## src/rtl/tmoc_pkg.sv

```systemverilog
// Constants, types and decode functions for the timer compare unit.
// What this block does
// - Compare counter with each channel continuously
// - Match sets flag next tick, requests interrupt
// - Flag clears on service or written one
// - PWM modes buffer compare, load at top/bottom
// - Compare access hits buffer or active register
// - Force strobe acts like match, non-PWM only
// - Counter write blocks matches next tick
// - Output state kept across mode changes
// - Action field unbuffered, applies next match
// - Nonzero action field overrides port value
// - Override visible only with direction output
// - Action zero leaves output state unchanged
// - Counting depends only on waveform mode
// - Action selects polarity or set/clear/toggle
// - Mode zero counts up, wraps FF to 00
// - Normal overflow flag set as counter zeroes
// - Counter writable any time in normal mode
// - Bottom 00, max FF, top max or A
// - Counter write beats clear or count
// - Mode two is clear-on-match, unbuffered, forcible
// - Modes three, seven fast PWM, buffered
package tmoc_pkg;

  localparam int NUM_CHAN = 2;
  localparam int ADDR_W = 8;

  localparam logic [7:0] OFS_COUNTER = 8'h00;
  localparam logic [7:0] OFS_COMPARE_A = 8'h04;
  localparam logic [7:0] OFS_COMPARE_B = 8'h08;
  localparam logic [7:0] OFS_CONTROL = 8'h0C;
  localparam logic [7:0] OFS_FORCE = 8'h10;
  localparam logic [7:0] OFS_FLAGS = 8'h14;
  localparam logic [7:0] OFS_IRQ_EN = 8'h18;

  localparam int CTL_WGM_LSB = 0;
  localparam int CTL_ACT_A_LSB = 4;
  localparam int CTL_ACT_B_LSB = 6;
  localparam int FLG_OVF = 0;
  localparam int FLG_A = 1;
  localparam int FLG_B = 2;

  localparam logic [1:0] ACT_NONE = 2'h0;
  localparam logic [1:0] ACT_TOGGLE = 2'h1;
  localparam logic [1:0] ACT_CLEAR = 2'h2;
  localparam logic [1:0] ACT_SET = 2'h3;

  localparam logic [2:0] WGM_NORMAL = 3'h0;
  localparam logic [2:0] WGM_CTC = 3'h2;

  localparam logic [7:0] CNT_BOTTOM = 8'h00;
  localparam logic [7:0] CNT_MAX = 8'hFF;
  localparam logic [7:0] CNT_ONE = 8'h01;

  localparam logic [7:0] RST_BYTE = 8'h00;
  localparam logic [2:0] RST_FLAGS = 3'h0;

  typedef enum logic [1:0] {
    AP_IDLE = 2'b01,
    AP_DONE = 2'b10
  } tmoc_apb_state_type;

  typedef struct packed {
    logic [1:0] action;
    logic pwm;
    logic fast;
    logic down;
  } tmoc_chan_cfg_type;

  function automatic logic is_pwm(input logic [2:0] wgm);
    return wgm[0];
  endfunction

  function automatic logic is_fast(input logic [2:0] wgm);
    return wgm[1] & wgm[0];
  endfunction

  function automatic logic is_phase(input logic [2:0] wgm);
    return wgm[0] & ~wgm[1];
  endfunction

  function automatic logic top_is_a(input logic [2:0] wgm);
    return (wgm == WGM_CTC) | (wgm[2] & wgm[0]);
  endfunction

endpackage

```

## src/rtl/tmoc_channel.sv

```systemverilog
// One compare channel: compare register, match detect and output state.
`timescale 1ns/1ns
module tmoc_channel
  import tmoc_pkg::*;
(
  // Clock and reset.
  input wire logic pclk,
  input wire logic presetn,
  // Timer state.
  input wire logic tick,
  input wire logic [7:0] cnt,
  input wire logic block,
  input wire logic buf_load,
  input wire logic bottom_evt,
  input wire tmoc_chan_cfg_type cfg,
  // Software access.
  input wire logic wr_en,
  input wire logic [7:0] wr_data,
  input wire logic force_strobe,
  // Results.
  output logic match_evt,
  output logic [7:0] active,
  output logic [7:0] read_val,
  output logic oc
);

  logic [7:0] active_r;
  logic [7:0] buf_r;
  logic oc_r;
  logic oc_nxt;
  logic hit;

  assign hit = (cnt == active_r);
  assign match_evt = tick & hit & ~block;
  assign active = active_r;
  assign read_val = cfg.pwm ? buf_r : active_r;
  assign oc = oc_r;

  // Buffer and active compare registers.
  always_ff @(posedge pclk or negedge presetn) begin
    if (!presetn) begin
      buf_r <= RST_BYTE;
    end else if (wr_en) begin
      buf_r <= wr_data;
    end
  end

  always_ff @(posedge pclk or negedge presetn) begin
    if (!presetn) begin
      active_r <= RST_BYTE;
    end else if (wr_en && !cfg.pwm) begin
      active_r <= wr_data;
    end else if (buf_load && cfg.pwm) begin
      active_r <= buf_r;
    end
  end

  // Output state update; action zero never changes it.
  always_comb begin
    oc_nxt = oc_r;
    if (!cfg.pwm) begin
      if (match_evt || force_strobe) begin
        case (cfg.action)
          ACT_TOGGLE: oc_nxt = ~oc_r;
          ACT_CLEAR: oc_nxt = 1'b0;
          ACT_SET: oc_nxt = 1'b1;
          default: oc_nxt = oc_r;
        endcase
      end
    end else if (match_evt) begin
      case (cfg.action)
        ACT_TOGGLE: oc_nxt = ~oc_r;
        ACT_CLEAR: oc_nxt = cfg.down;
        ACT_SET: oc_nxt = ~cfg.down;
        default: oc_nxt = oc_r;
      endcase
    end else if (bottom_evt && cfg.fast) begin
      case (cfg.action)
        ACT_CLEAR: oc_nxt = 1'b1;
        ACT_SET: oc_nxt = 1'b0;
        default: oc_nxt = oc_r;
      endcase
    end
  end

  // Not reset by mode changes, only by the global reset.
  always_ff @(posedge pclk or negedge presetn) begin
    if (!presetn) begin
      oc_r <= 1'b0;
    end else begin
      oc_r <= oc_nxt;
    end
  end

  a_force_toggle: assert property (@(posedge pclk) disable iff (!presetn)
    force_strobe && !cfg.pwm && cfg.action == ACT_TOGGLE && !match_evt
    |=> oc_r != $past(oc_r))
    else $error("force strobe did not toggle output state");

  a_force_pwm: assert property (@(posedge pclk) disable iff (!presetn)
    force_strobe && cfg.pwm && !match_evt && !bottom_evt
    |=> $stable(oc_r))
    else $error("force strobe changed output state in PWM mode");

  a_action_none: assert property (@(posedge pclk) disable iff (!presetn)
    cfg.action == ACT_NONE |=> $stable(oc_r))
    else $error("output state changed with action none");

  a_direct_write: assert property (@(posedge pclk) disable iff (!presetn)
    wr_en && !cfg.pwm |=> active_r == $past(wr_data))
    else $error("unbuffered compare write not applied");

  a_buffered_hold: assert property (@(posedge pclk)
    disable iff (!presetn)
    wr_en && cfg.pwm && !buf_load |=> $stable(active_r))
    else $error("buffered compare write reached active register");

endmodule

```

## src/rtl/tmoc_top.sv

```systemverilog
// Timer counter with two output compare channels behind an APB slave.
`timescale 1ns/1ns
module tmoc_top
  import tmoc_pkg::*;
(
  // Clock, reset and timer clock enable.
  input wire logic pclk,
  input wire logic presetn,
  input wire logic timer_tick,
  // APB slave.
  input wire logic psel,
  input wire logic penable,
  input wire logic pwrite,
  input wire logic [ADDR_W-1:0] paddr,
  input wire logic [31:0] pwdata,
  input wire logic [3:0] pstrb,
  output logic [31:0] prdata,
  output logic pready,
  output logic pslverr,
  // Interrupt service acknowledge, one bit per flag.
  input wire logic [2:0] irq_ack,
  // Interrupt requests, one bit per flag.
  output logic [2:0] irq_req,
  // Port logic for the two compare pins.
  input wire logic [NUM_CHAN-1:0] port_value,
  input wire logic [NUM_CHAN-1:0] output_pin_direction_bit,
  output logic [NUM_CHAN-1:0] pin_out,
  output logic [NUM_CHAN-1:0] pin_oe
);

  tmoc_apb_state_type apb_state_r;
  logic [31:0] prdata_r;
  logic pready_r;
  logic pslverr_r;
  logic [7:0] counter_value_r;
  logic [7:0] counter_value_nxt;
  logic count_down_r;
  logic count_down_nxt;
  logic block_r;
  logic [2:0] waveform_mode_field_r;
  logic [1:0] output_action_field_r [NUM_CHAN];
  logic [2:0] flags_r;
  logic [2:0] irq_en_r;
  logic [2:0] irq_req_r;
  logic [NUM_CHAN-1:0] force_match_strobe_r;
  logic [NUM_CHAN-1:0] pin_out_r;
  logic [NUM_CHAN-1:0] pin_oe_r;

  logic apb_commit;
  logic apb_wr;
  logic apb_mapped;
  logic cnt_wr;
  logic ctl_wr;
  logic [NUM_CHAN-1:0] cmp_wr;
  logic [7:0] wbyte;
  logic [7:0] top_value;
  logic at_top;
  logic mode_pwm;
  logic mode_fast;
  logic mode_phase;
  logic overflow_evt;
  logic buf_load;
  logic bottom_evt;
  logic [NUM_CHAN-1:0] match_evt;
  logic [NUM_CHAN-1:0] chan_oc;
  logic [7:0] chan_active [NUM_CHAN];
  logic [7:0] chan_read [NUM_CHAN];
  logic [31:0] rdata_nxt;
  logic [2:0] flag_set;
  logic [2:0] flag_clr;

  // APB decode.
  assign apb_commit = psel & penable & pready_r;
  assign apb_wr = apb_commit & pwrite & pstrb[0];
  assign wbyte = pwdata[7:0];
  assign cnt_wr = apb_wr && paddr == OFS_COUNTER;
  assign ctl_wr = apb_wr && paddr == OFS_CONTROL;
  assign cmp_wr[0] = apb_wr && paddr == OFS_COMPARE_A;
  assign cmp_wr[1] = apb_wr && paddr == OFS_COMPARE_B;

  always_comb begin
    apb_mapped = 1'b1;
    rdata_nxt = 32'h0000_0000;
    case (paddr)
      OFS_COUNTER: rdata_nxt[7:0] = counter_value_r;
      OFS_COMPARE_A: rdata_nxt[7:0] = chan_read[0];
      OFS_COMPARE_B: rdata_nxt[7:0] = chan_read[1];
      OFS_CONTROL: begin
        rdata_nxt[CTL_WGM_LSB +: 3] = waveform_mode_field_r;
        rdata_nxt[CTL_ACT_A_LSB +: 2] = output_action_field_r[0];
        rdata_nxt[CTL_ACT_B_LSB +: 2] = output_action_field_r[1];
      end
      OFS_FORCE: rdata_nxt = 32'h0000_0000;
      OFS_FLAGS: rdata_nxt[2:0] = flags_r;
      OFS_IRQ_EN: rdata_nxt[2:0] = irq_en_r;
      default: apb_mapped = 1'b0;
    endcase
  end

  // One wait state: answer is prepared in the first access cycle.
  always_ff @(posedge pclk or negedge presetn) begin
    if (!presetn) begin
      apb_state_r <= AP_IDLE;
      pready_r <= 1'b0;
      pslverr_r <= 1'b0;
      prdata_r <= 32'h0000_0000;
    end else begin
      case (apb_state_r)
        AP_IDLE: begin
          if (psel && penable) begin
            apb_state_r <= AP_DONE;
            pready_r <= 1'b1;
            pslverr_r <= ~apb_mapped;
            prdata_r <= pwrite ? 32'h0000_0000 : rdata_nxt;
          end
        end
        AP_DONE: begin
          apb_state_r <= AP_IDLE;
          pready_r <= 1'b0;
          pslverr_r <= 1'b0;
        end
        default: begin
          apb_state_r <= AP_IDLE;
          pready_r <= 1'b0;
          pslverr_r <= 1'b0;
        end
      endcase
    end
  end

  // Control register; action fields take effect without buffering.
  always_ff @(posedge pclk or negedge presetn) begin
    if (!presetn) begin
      waveform_mode_field_r <= WGM_NORMAL;
      output_action_field_r[0] <= ACT_NONE;
      output_action_field_r[1] <= ACT_NONE;
    end else if (ctl_wr) begin
      waveform_mode_field_r <= pwdata[CTL_WGM_LSB +: 3];
      output_action_field_r[0] <= pwdata[CTL_ACT_A_LSB +: 2];
      output_action_field_r[1] <= pwdata[CTL_ACT_B_LSB +: 2];
    end
  end

  always_ff @(posedge pclk or negedge presetn) begin
    if (!presetn) begin
      irq_en_r <= RST_FLAGS;
    end else if (apb_wr && paddr == OFS_IRQ_EN) begin
      irq_en_r <= pwdata[2:0];
    end
  end

  // Force strobes are one-cycle pulses after the write.
  always_ff @(posedge pclk or negedge presetn) begin
    if (!presetn) begin
      force_match_strobe_r <= '0;
    end else if (apb_wr && paddr == OFS_FORCE) begin
      force_match_strobe_r <= pwdata[NUM_CHAN-1:0];
    end else begin
      force_match_strobe_r <= '0;
    end
  end

  // Counting sequence from the waveform mode only.
  assign mode_pwm = is_pwm(waveform_mode_field_r);
  assign mode_fast = is_fast(waveform_mode_field_r);
  assign mode_phase = is_phase(waveform_mode_field_r);
  assign top_value = top_is_a(waveform_mode_field_r) ? chan_active[0]
                                                     : CNT_MAX;
  assign at_top = counter_value_r == top_value;

  always_comb begin
    counter_value_nxt = counter_value_r;
    count_down_nxt = count_down_r;
    if (cnt_wr) begin
      counter_value_nxt = wbyte;
    end else if (timer_tick) begin
      if (mode_phase) begin
        if (!count_down_r && at_top) begin
          count_down_nxt = 1'b1;
          counter_value_nxt = counter_value_r - CNT_ONE;
        end else if (count_down_r && counter_value_r == CNT_BOTTOM) begin
          count_down_nxt = 1'b0;
          counter_value_nxt = counter_value_r + CNT_ONE;
        end else if (count_down_r) begin
          counter_value_nxt = counter_value_r - CNT_ONE;
        end else begin
          counter_value_nxt = counter_value_r + CNT_ONE;
        end
      end else if (waveform_mode_field_r == WGM_NORMAL) begin
        counter_value_nxt = counter_value_r + CNT_ONE;
      end else if (at_top) begin
        counter_value_nxt = CNT_BOTTOM;
      end else begin
        counter_value_nxt = counter_value_r + CNT_ONE;
      end
    end
  end

  always_ff @(posedge pclk or negedge presetn) begin
    if (!presetn) begin
      counter_value_r <= CNT_BOTTOM;
      count_down_r <= 1'b0;
    end else begin
      counter_value_r <= counter_value_nxt;
      count_down_r <= mode_phase ? count_down_nxt : 1'b0;
    end
  end

  // A counter write blocks matches until the next tick has passed.
  always_ff @(posedge pclk or negedge presetn) begin
    if (!presetn) begin
      block_r <= 1'b0;
    end else if (cnt_wr) begin
      block_r <= 1'b1;
    end else if (timer_tick) begin
      block_r <= 1'b0;
    end
  end

  // Buffer load at top for phase correct, at wrap for fast PWM.
  assign bottom_evt = timer_tick & ~cnt_wr & mode_fast & at_top;
  assign buf_load = bottom_evt | (timer_tick & ~cnt_wr & mode_phase
                                  & ~count_down_r & at_top);

  always_comb begin
    overflow_evt = 1'b0;
    if (timer_tick && !cnt_wr) begin
      if (mode_fast) begin
        overflow_evt = at_top;
      end else if (mode_phase) begin
        overflow_evt = count_down_r && counter_value_r == CNT_BOTTOM;
      end else begin
        overflow_evt = counter_value_r == CNT_MAX;
      end
    end
  end

  genvar gi;
  generate
    for (gi = 0; gi < NUM_CHAN; gi++) begin : g_chan
      tmoc_chan_cfg_type cfg;
      assign cfg.action = output_action_field_r[gi];
      assign cfg.pwm = mode_pwm;
      assign cfg.fast = mode_fast;
      assign cfg.down = count_down_r;
      tmoc_channel u_chan (
        .pclk(pclk),
        .presetn(presetn),
        .tick(timer_tick),
        .cnt(counter_value_r),
        .block(block_r),
        .buf_load(buf_load),
        .bottom_evt(bottom_evt),
        .cfg(cfg),
        .wr_en(cmp_wr[gi]),
        .wr_data(wbyte),
        .force_strobe(force_match_strobe_r[gi]),
        .match_evt(match_evt[gi]),
        .active(chan_active[gi]),
        .read_val(chan_read[gi]),
        .oc(chan_oc[gi])
      );

      // Pin override and direction, registered.
      always_ff @(posedge pclk or negedge presetn) begin
        if (!presetn) begin
          pin_out_r[gi] <= 1'b0;
          pin_oe_r[gi] <= 1'b0;
        end else begin
          pin_out_r[gi] <= (output_action_field_r[gi] != ACT_NONE)
                           ? chan_oc[gi] : port_value[gi];
          pin_oe_r[gi] <= output_pin_direction_bit[gi];
        end
      end
    end
  endgenerate

  // Flags: hardware set wins over service or write-one clear.
  assign flag_set = {match_evt[1], match_evt[0], overflow_evt};
  assign flag_clr = irq_ack
                    | ((apb_wr && paddr == OFS_FLAGS) ? pwdata[2:0]
                                                      : RST_FLAGS);

  always_ff @(posedge pclk or negedge presetn) begin
    if (!presetn) begin
      flags_r <= RST_FLAGS;
    end else begin
      flags_r <= flag_set | (flags_r & ~flag_clr);
    end
  end

  always_ff @(posedge pclk or negedge presetn) begin
    if (!presetn) begin
      irq_req_r <= RST_FLAGS;
    end else begin
      irq_req_r <= flags_r & irq_en_r;
    end
  end

  assign prdata = prdata_r;
  assign pready = pready_r;
  assign pslverr = pslverr_r;
  assign irq_req = irq_req_r;
  assign pin_out = pin_out_r;
  assign pin_oe = pin_oe_r;

  a_match_flag: assert property (@(posedge pclk) disable iff (!presetn)
    match_evt[0] |=> flags_r[FLG_A] ##1 (irq_req_r[FLG_A] == irq_en_r[FLG_A]
    || $changed(irq_en_r)))
    else $error("match did not set flag or request");

  a_wr_block: assert property (@(posedge pclk) disable iff (!presetn)
    cnt_wr && !timer_tick ##1 timer_tick |-> match_evt == '0)
    else $error("match not blocked after counter write");

  a_wr_priority: assert property (@(posedge pclk) disable iff (!presetn)
    cnt_wr |=> counter_value_r == $past(wbyte))
    else $error("counter write lost");

  a_normal_wrap: assert property (@(posedge pclk) disable iff (!presetn)
    timer_tick && !cnt_wr && waveform_mode_field_r == WGM_NORMAL
    && counter_value_r == CNT_MAX
    |=> counter_value_r == CNT_BOTTOM && flags_r[FLG_OVF])
    else $error("normal mode wrap or overflow flag wrong");

  a_normal_count: assert property (@(posedge pclk)
    disable iff (!presetn)
    timer_tick && !cnt_wr && waveform_mode_field_r == WGM_NORMAL
    |=> counter_value_r == $past(counter_value_r) + CNT_ONE)
    else $error("normal mode did not count up");

  a_flag_clear: assert property (@(posedge pclk) disable iff (!presetn)
    irq_ack[FLG_B] && !match_evt[1] |=> !flags_r[FLG_B])
    else $error("serviced flag not cleared");

  a_pin_override: assert property (@(posedge pclk)
    disable iff (!presetn)
    output_action_field_r[0] != ACT_NONE |=> pin_out_r[0] == $past(chan_oc[0]))
    else $error("pin not driven by output state");

  a_pin_dir: assert property (@(posedge pclk) disable iff (!presetn)
    1'b1 |=> pin_oe_r == $past(output_pin_direction_bit))
    else $error("pin direction not following direction bit");

  a_apb_answer: assert property (@(posedge pclk) disable iff (!presetn)
    psel && penable && !pready_r |=> pready_r ##1 !pready_r)
    else $error("APB answer not one wait state");

endmodule

```

## config.mk

```make
export PLATFORM = sky130hd
export DESIGN_NAME = tmoc_top
export DESIGN_NICKNAME = d
export VERILOG_FILES = /design/src/rtl/tmoc_pkg.sv /design/src/rtl/tmoc_channel.sv /design/src/rtl/tmoc_top.sv
export SDC_FILE = /design/constraint.sdc
export NUM_CORES = 1
export LEC_CHECK = 0
export ABC_AREA = 1
export BUFFER_PORTS_ARGS = -buffer_cell sky130_fd_sc_hd__buf_2
export CORE_ASPECT_RATIO = 1.4
export CORE_UTILIZATION = 35
export CTS_CLUSTER_SIZE = 20
export DETAILED_ROUTE_END_ITERATION = 12
export SLEW_MARGIN = 30
export SYNTH_ARGS = -nofsm -noshare
export SYNTH_HDL_FRONTEND = slang
export SYNTH_SLANG_ARGS = --single-unit
```

## constraint.sdc

```tcl
create_clock -name pclk -period 2.1 [get_ports pclk]
set_clock_uncertainty 0.15 [all_clocks]
set_input_delay 0.105 -clock pclk [delete_from_list [all_inputs] [get_ports pclk]]
set_output_delay 0.105 -clock pclk [all_outputs]
set_load 0.05 [all_outputs]
```

# After elaboration in Yosys (flattened, before gate mapping)
# Index checks and enable logic that the tools add are counted.
[classes]
n_bitwise = 31
reduce_logical = 37
n_mux = 54
n_eq_ne = 28
n_addsub = 2
[ops]
columns = ["operator", "n"]
rows = [
  ["8-bit two-way mux", 16],
  ["1-bit two-way mux", 25],
  ["8-bit by 5-bit equality test with 1-bit output (second input constant)", 3],
  ["8-bit equality test", 3],
  ["3-bit one-hot mux with 6 select lines", 1],
  ["1-bit bitwise AND", 17],
  ["8-bit by 4-bit equality test with 1-bit output (second input constant)", 2],
  ["8-bit logical NOT", 2],
  ["4-bit one-hot mux with 4 select lines", 1],
  ["1-bit logical AND", 15],
  ["1-bit one-hot mux with 3 select lines", 5],
  ["2-bit nonzero test", 7],
  ["5-bit AND reduction", 2],
  ["3-bit by 1-bit inequality test with 1-bit output (second input constant)", 3],
  ["8-bit by 1-bit adder with 8-bit output (second input constant)", 1],
  ["2-bit equality test (second input constant)", 4],
  ["8-bit by 3-bit equality test with 1-bit output (second input constant)", 1],
  ["8-bit equality test (second input constant)", 1],
  ["4-bit by 1-bit inequality test with 1-bit output (second input constant)", 2],
  ["4-bit inequality test (second input constant)", 2],
  ["4-bit nonzero test", 2],
  ["8-bit by 1-bit subtractor with 8-bit output (second input constant)", 1],
  ["1-bit inverter", 7],
  ["7-bit OR reduction", 1],
  ["15 further kinds", 28],
]
[word_totals]
out_inout_bits = 41
register_bits = 102
wordCells = 176
inputBits = 57

# Depth between registers and ports, before layout
[logic_depth]
ltp_word = 14
depth_mapped = 16
depth_no_buf = 15

# By module
# A second synthesis with hierarchy kept.
[hier_totals]
hier_cells = 786
hier_area_um2 = 5362.6
[modules_own_cells]
columns = ["module", "cells_per_inst", "n_inst", "area_per_inst_um2", "seq_area_each_um2"]
rows = [
  ["tmoc_top", 420, 1, 3040.4, 1077.3],
  ["tmoc_channel", 183, 2, 1161.1, 425.4],
]

# Worst setup path after synthesis
# No wires, ideal clock.
[synth_timing]
path_type = "reg2reg"
from = "reg, netlist name apb_state_r[1]"
to = "reg g_chan[1].u_chan.active_r[1]"
stages_incl_launch_ff = 9
setup_time_ps = 123
path_slack_ps = 11
t_required_ps = 1827
t_arrival_ps = 1816
n_path_buf = 1
period_less_slack_ps = 2089
path_cell_list = "dfrtp_1 > nand4_1 > nor2_4 > nor2_2 > nand4_2 > nand2_4 > buf_6 > o21ai_0 > nand2_1"
[synth_rtl]
columns = ["element", "line_no", "text"]
rows = [
  ["end signal, assigned", "tmoc_channel.sv:52", "active_r <= wr_data;"],
  ["end signal, assigned", "tmoc_channel.sv:54", "active_r <= buf_r;"],
  ["end, declared", "tmoc_channel.sv:27", "logic [7:0] active_r;"],
]

# Worst setup path in the final report
[layout_timing]
from = "reg counter_value_r[2]"
to = "reg g_chan[1].u_chan.oc_r"
[layout_between]
elab_chain_len = 6
elab_cells_between_ends = 14
cone_classes = "5 x eq/ne; 2 x mux; 3 x bitwise; 4 x reduce/logical"
[layout_rtl]
columns = ["element", "line_no", "text"]
rows = [
  ["start, declared", "tmoc_top.sv:35", "logic [7:0] counter_value_r;"],
  ["start signal, assigned", "tmoc_top.sv:204", "counter_value_r <= counter_value_nxt;"],
  ["8-bit equality test", "tmoc_channel.sv:33", "assign hit = (cnt == active_r);"],
  ["1-bit bitwise AND (2 in a row)", "tmoc_channel.sv:34", "assign match_evt = tick & hit & ~block;"],
  ["1-bit logical OR", "tmoc_channel.sv:62", "if (match_evt || force_strobe) begin"],
  ["2-bit nonzero test (no line)", "-", ""],
  ["5-bit AND reduction (no line)", "-", ""],
  ["end signal, assigned", "tmoc_channel.sv:91", "oc_r <= oc_nxt;"],
  ["end, declared", "tmoc_channel.sv:29", "logic oc_r;"],
]
# Several ways; a longest one is shown, not always the timed one.
# A chain may end at the register's enable or synchronous reset.

==> run_results.csv <==
group,metric,value,unit
run_status,outcome,"complete, but fails checks",
run_status,failed_checks,"negative hold slack",
yosys,synthCells,699,
timing,fmax,509,MHz
floorplanning,core_area,13500,um^2
clock_network,clock-sinks,77,
timing,finalCritPeriodShare,93.6,%
global_routing,grt_use_total,22.3,%
placed_design,portBuffers,46,
power_and_ir_drop,p_int,2.93,mW
global_routing,antenna_found_initial,0,
timing,worstMarginPinSlew,0.565,ns
finish,antenna_cells,0,
placed_design,hpwl,11.7,mm
worst_setup_path,crit_required,2.21,ns
yosys,async_flop_share,100,%
worst_setup_path,max_stage_delay,0.44,ns
global_routing,grt_max_degree,44,
worst_setup_path,reg2regPathDepth,9,
yosys,synth_area,4910,um^2
worst_hold_path,hp-start,"pwrite",
placed_design,placed_area,5610,um^2
global_routing,grt_pass1_vias,4687,
yosys,netlist.area_leader.share,38.8,%
floorplanning,rows,50,
worst_setup_path,r2r-start,"counter_value_r[2]$_DFFE_PN0P_",
route,viasPerCell,4.83,
timing,setup_violations,0,
power_and_ir_drop,pwr-share-seq,37.3,%
route,final_antenna_net_count,0,
power_and_ir_drop,switching_share,32.8,%
clock_network,root_buffer,"clkbuf_16",
timing,hold_violations,2,
worst_setup_path,r2r_end,"g_chan[1].u_chan.oc$_DFFE_PN0P_",
clock_network,cts_max_level,3,
worst_setup_path,crit_slowest_cell,"dfrtp_2",
power_and_ir_drop,clkPwrFrac,37.4,%
floorplanning,start_util,36.3,%
yosys,synthTopCellsByArea,"dfrtp_1, nand2_1, o21ai_0",
finish,final_net_count,870,
worst_setup_path,cp.arrival,2.07,ns
yosys,yosysWarnings,0,
timing,drv_slew,0,
yosys,avgSynthCellArea,7.02,um^2
worst_hold_path,whs_endpoint,"prdata[5]$_DFFE_PN0P_",
worst_hold_path,hp-class,"in2reg",
clock_network,clk_latency,0.34,ns
placed_design,dpl.cell_count,962,
finish,final_area,6210,um^2
finish,syn2layout_area_growth,26.6,%
route,wl,15.0,mm
worst_setup_path,rrSetupSlack,0.13,ns
floorplanning,dieHeight,142,um
worst_setup_path,end_kind,"flop",
timing,slew_headroom,62.3,%
global_routing,grt_overflow,0,
worst_setup_path,critPathKind,"reg2reg",
yosys,yosysMostFrequentCell,"nand2_1",
worst_setup_path,critPathMostFrequentCell,"nand2_1",
worst_setup_path,critPathLaunchType,"flop",
clock_network,clock_path_buffers,2,
yosys,yosys.area.top_type,"dfrtp_1",
clock_network,cts_tree,"built",
worst_setup_path,crit_buf_inv,2,
worst_setup_path,crit_path_max_fanout,4,
timing,rsz0062_at_grt,"yes",
worst_hold_path,worstHoldPathCells,4,
placed_design,place_congestion,0.918,
power_and_ir_drop,ir_drop,309,uV
job,maxCapViolCount,0,
worst_setup_path,cp_cell_sequence,"buf_4 > buf_4 > xor2_1 > a21oi_1 > nand2_1 > or2_2 > nand2_1 > nand2_1 > o21ai_0",
power_and_ir_drop,p_leak,3.21,nW
worst_setup_path,cp_top_family,"simple AND/OR/NAND/NOR gates",
yosys,synth.distinct_cells,43,
finish,stdcell_count,997,
yosys,synth_edf_count,0,
route,wl_per_cell,15.1,um
route,drc_errors,0,
yosys,yosys_register_bits,77,
yosys,synthTopCellsByCount,"nand2_1, inv_1, dfrtp_1",
power_and_ir_drop,pwr_density_cell,703,nW/um^2
yosys,synth-main-ff-cell,"dfrtp_1",
floorplanning,io_pins,98,
finish,drive_gt1_share,21.6,%
power_and_ir_drop,switching_power,1.43,mW
timing,fin_setup_tns,0,ns
route,drt_iter0_markers,236,
route,num_vias,4815,
timing,hold_slack,-0.00131,ns
floorplanning,dieArea,14500,um^2
floorplanning,die_x,102,um
route,firstDrtPassIters,5,
power_and_ir_drop,pwr-share-comb,25.3,%
clock_network,path_clk_slew,0.07,ns
clock_network,cts_made_buffers,9,
worst_setup_path,crit_cells,9,
yosys,seq_area_frac_synth,39.3,%
global_routing,grt_pass1_wl,23.9,mm
timing,min_period,1.97,ns
-- power groups by stage --
stage                     Sequential (mW)  Clock (mW)  Combinational (mW)
after floorplan                      1.64           0               0.643
after global routing                 1.64        1.73                1.22
final                                1.63        1.63                1.11
after CTS                            1.62        1.67                1.07
after detailed placement             1.64           0                1.05
after global placement               1.64           0                1.05
-- through the flow --
stage	power, mW	utilization [%]	worst slack, ns
after global routing	4.59	46.0	-0.0191
after CTS	4.36	45.1	0.0602
after detailed placement	2.69	41.5	0.0814
final	4.36	46.0	0.134
after floorplan	2.28	-	0.0108
after global placement	2.69	41.5	0.0565
-- layout make-up --
class	count	area, um^2
Clock buffer	9	225
Timing Repair Buffer	119	860
Multi-Input combinational cell	515	2530
Clock inverter	7	91.3
Sequential cell	77	1940
Fill cell	1442	7300
Tap cell	182	228
Inverter	88	335
-- cell families after synthesis --
group	after synthesis	synth area share, %
AND/OR/NAND/NOR	351	30.6
flip-flops	77	39.3
AO/OA/AOI/OAI	124	14.4
buffers and inverters	130	12.5
XOR/XNOR	13	2.32
adder cells (fa/ha/maj)	3	0.765
other	1	0.0764
-- sequential cells by signal, indices dropped and copies added, names as in the netlist, 3 cells and up --
name                   count
waveform_mode_field_r      3
g_chan.u_chan.active      16
g_chan.u_chan.buf_r       16
counter_value_r            8
flags_r                    3
irq_en_r                   3
irq_req                    3
g_chan.cfg                 4
prdata                     8
-- tightest hold or removal path: stages --
cell	delay (ns)
buf_2	0.09
nor2_1	0.05
nand2_1	0.11
o21ai_0	0.09
-- layer usage --
| metal | track usage, % | up-vias | part of all wire [%] |
|---|---|---|---|
| li1 | - | 2428 | - |
| met1 | 26.8 | 2206 | 41 |
| met2 | 37.6 | 147 | 50 |
| met3 | 3.68 | 34 | 4.4 |
| met4 | 11.9 | 0 | 4.4 |
| met5 | 0 | - | 0 |
-- cell usage in the layout, fill, tap and decap left out, types with 4 or more instances in the layout --
cell type and n:
dlygate4sd3_1 17, nor3_1 9, nor2_4 6, dfrtp_2 7, nand3_1 45, clkbuf_16 9
o21ai_2 4, nand3_2 4, nor2_1 35, a21oi_1 21, o21ai_0 69, buf_4 52
or2_2 4, nand4_1 6, conb_1 24, nand2_2 14, nand2_1 213, o211ai_1 6
nor2_2 7, xor2_1 11, inv_1 81, a211oi_1 5, inv_2 5, dfrtp_1 69
o22ai_1 9, buf_2 45
-- worst max path at each step --
stage	start	end	slack [ns]
final	counter_value_r[2]$_DFFE_PN0P_	g_chan[1].u_chan.oc$_DFFE_PN0P_	0.13
after CTS	counter_value_r[5]$_DFFE_PN0P_	counter_value_r[3]$_DFFE_PN0P_	0.06
after global routing	g_chan[0].u_chan.active[7]$_DFFE_PN0P_	g_chan[1].u_chan.active[2]$_DFFE_PN0P_	-0.02
after floorplan	apb_state_r[1]$_DFFE_PN0P_	g_chan[1].u_chan.active[1]$_DFFE_PN0P_	0.01
after global placement	counter_value_r[5]$_DFFE_PN0P_	counter_value_r[3]$_DFFE_PN0P_	0.06
after detailed placement	counter_value_r[5]$_DFFE_PN0P_	counter_value_r[3]$_DFFE_PN0P_	0.08
-- repair_timing --
| action | 4_1_cts | 5_1_grt |
|---|---|---|
| buffers inserted | 0 | 4 |
| hold buffers | 17 | 0 |
| gates resized for setup | 0 | 38 |
| endpoints found under the setup margin | 0 | 28 |
| hold endpoints to repair | 57 | 0 |
Power figures use the tool's default switching activity.
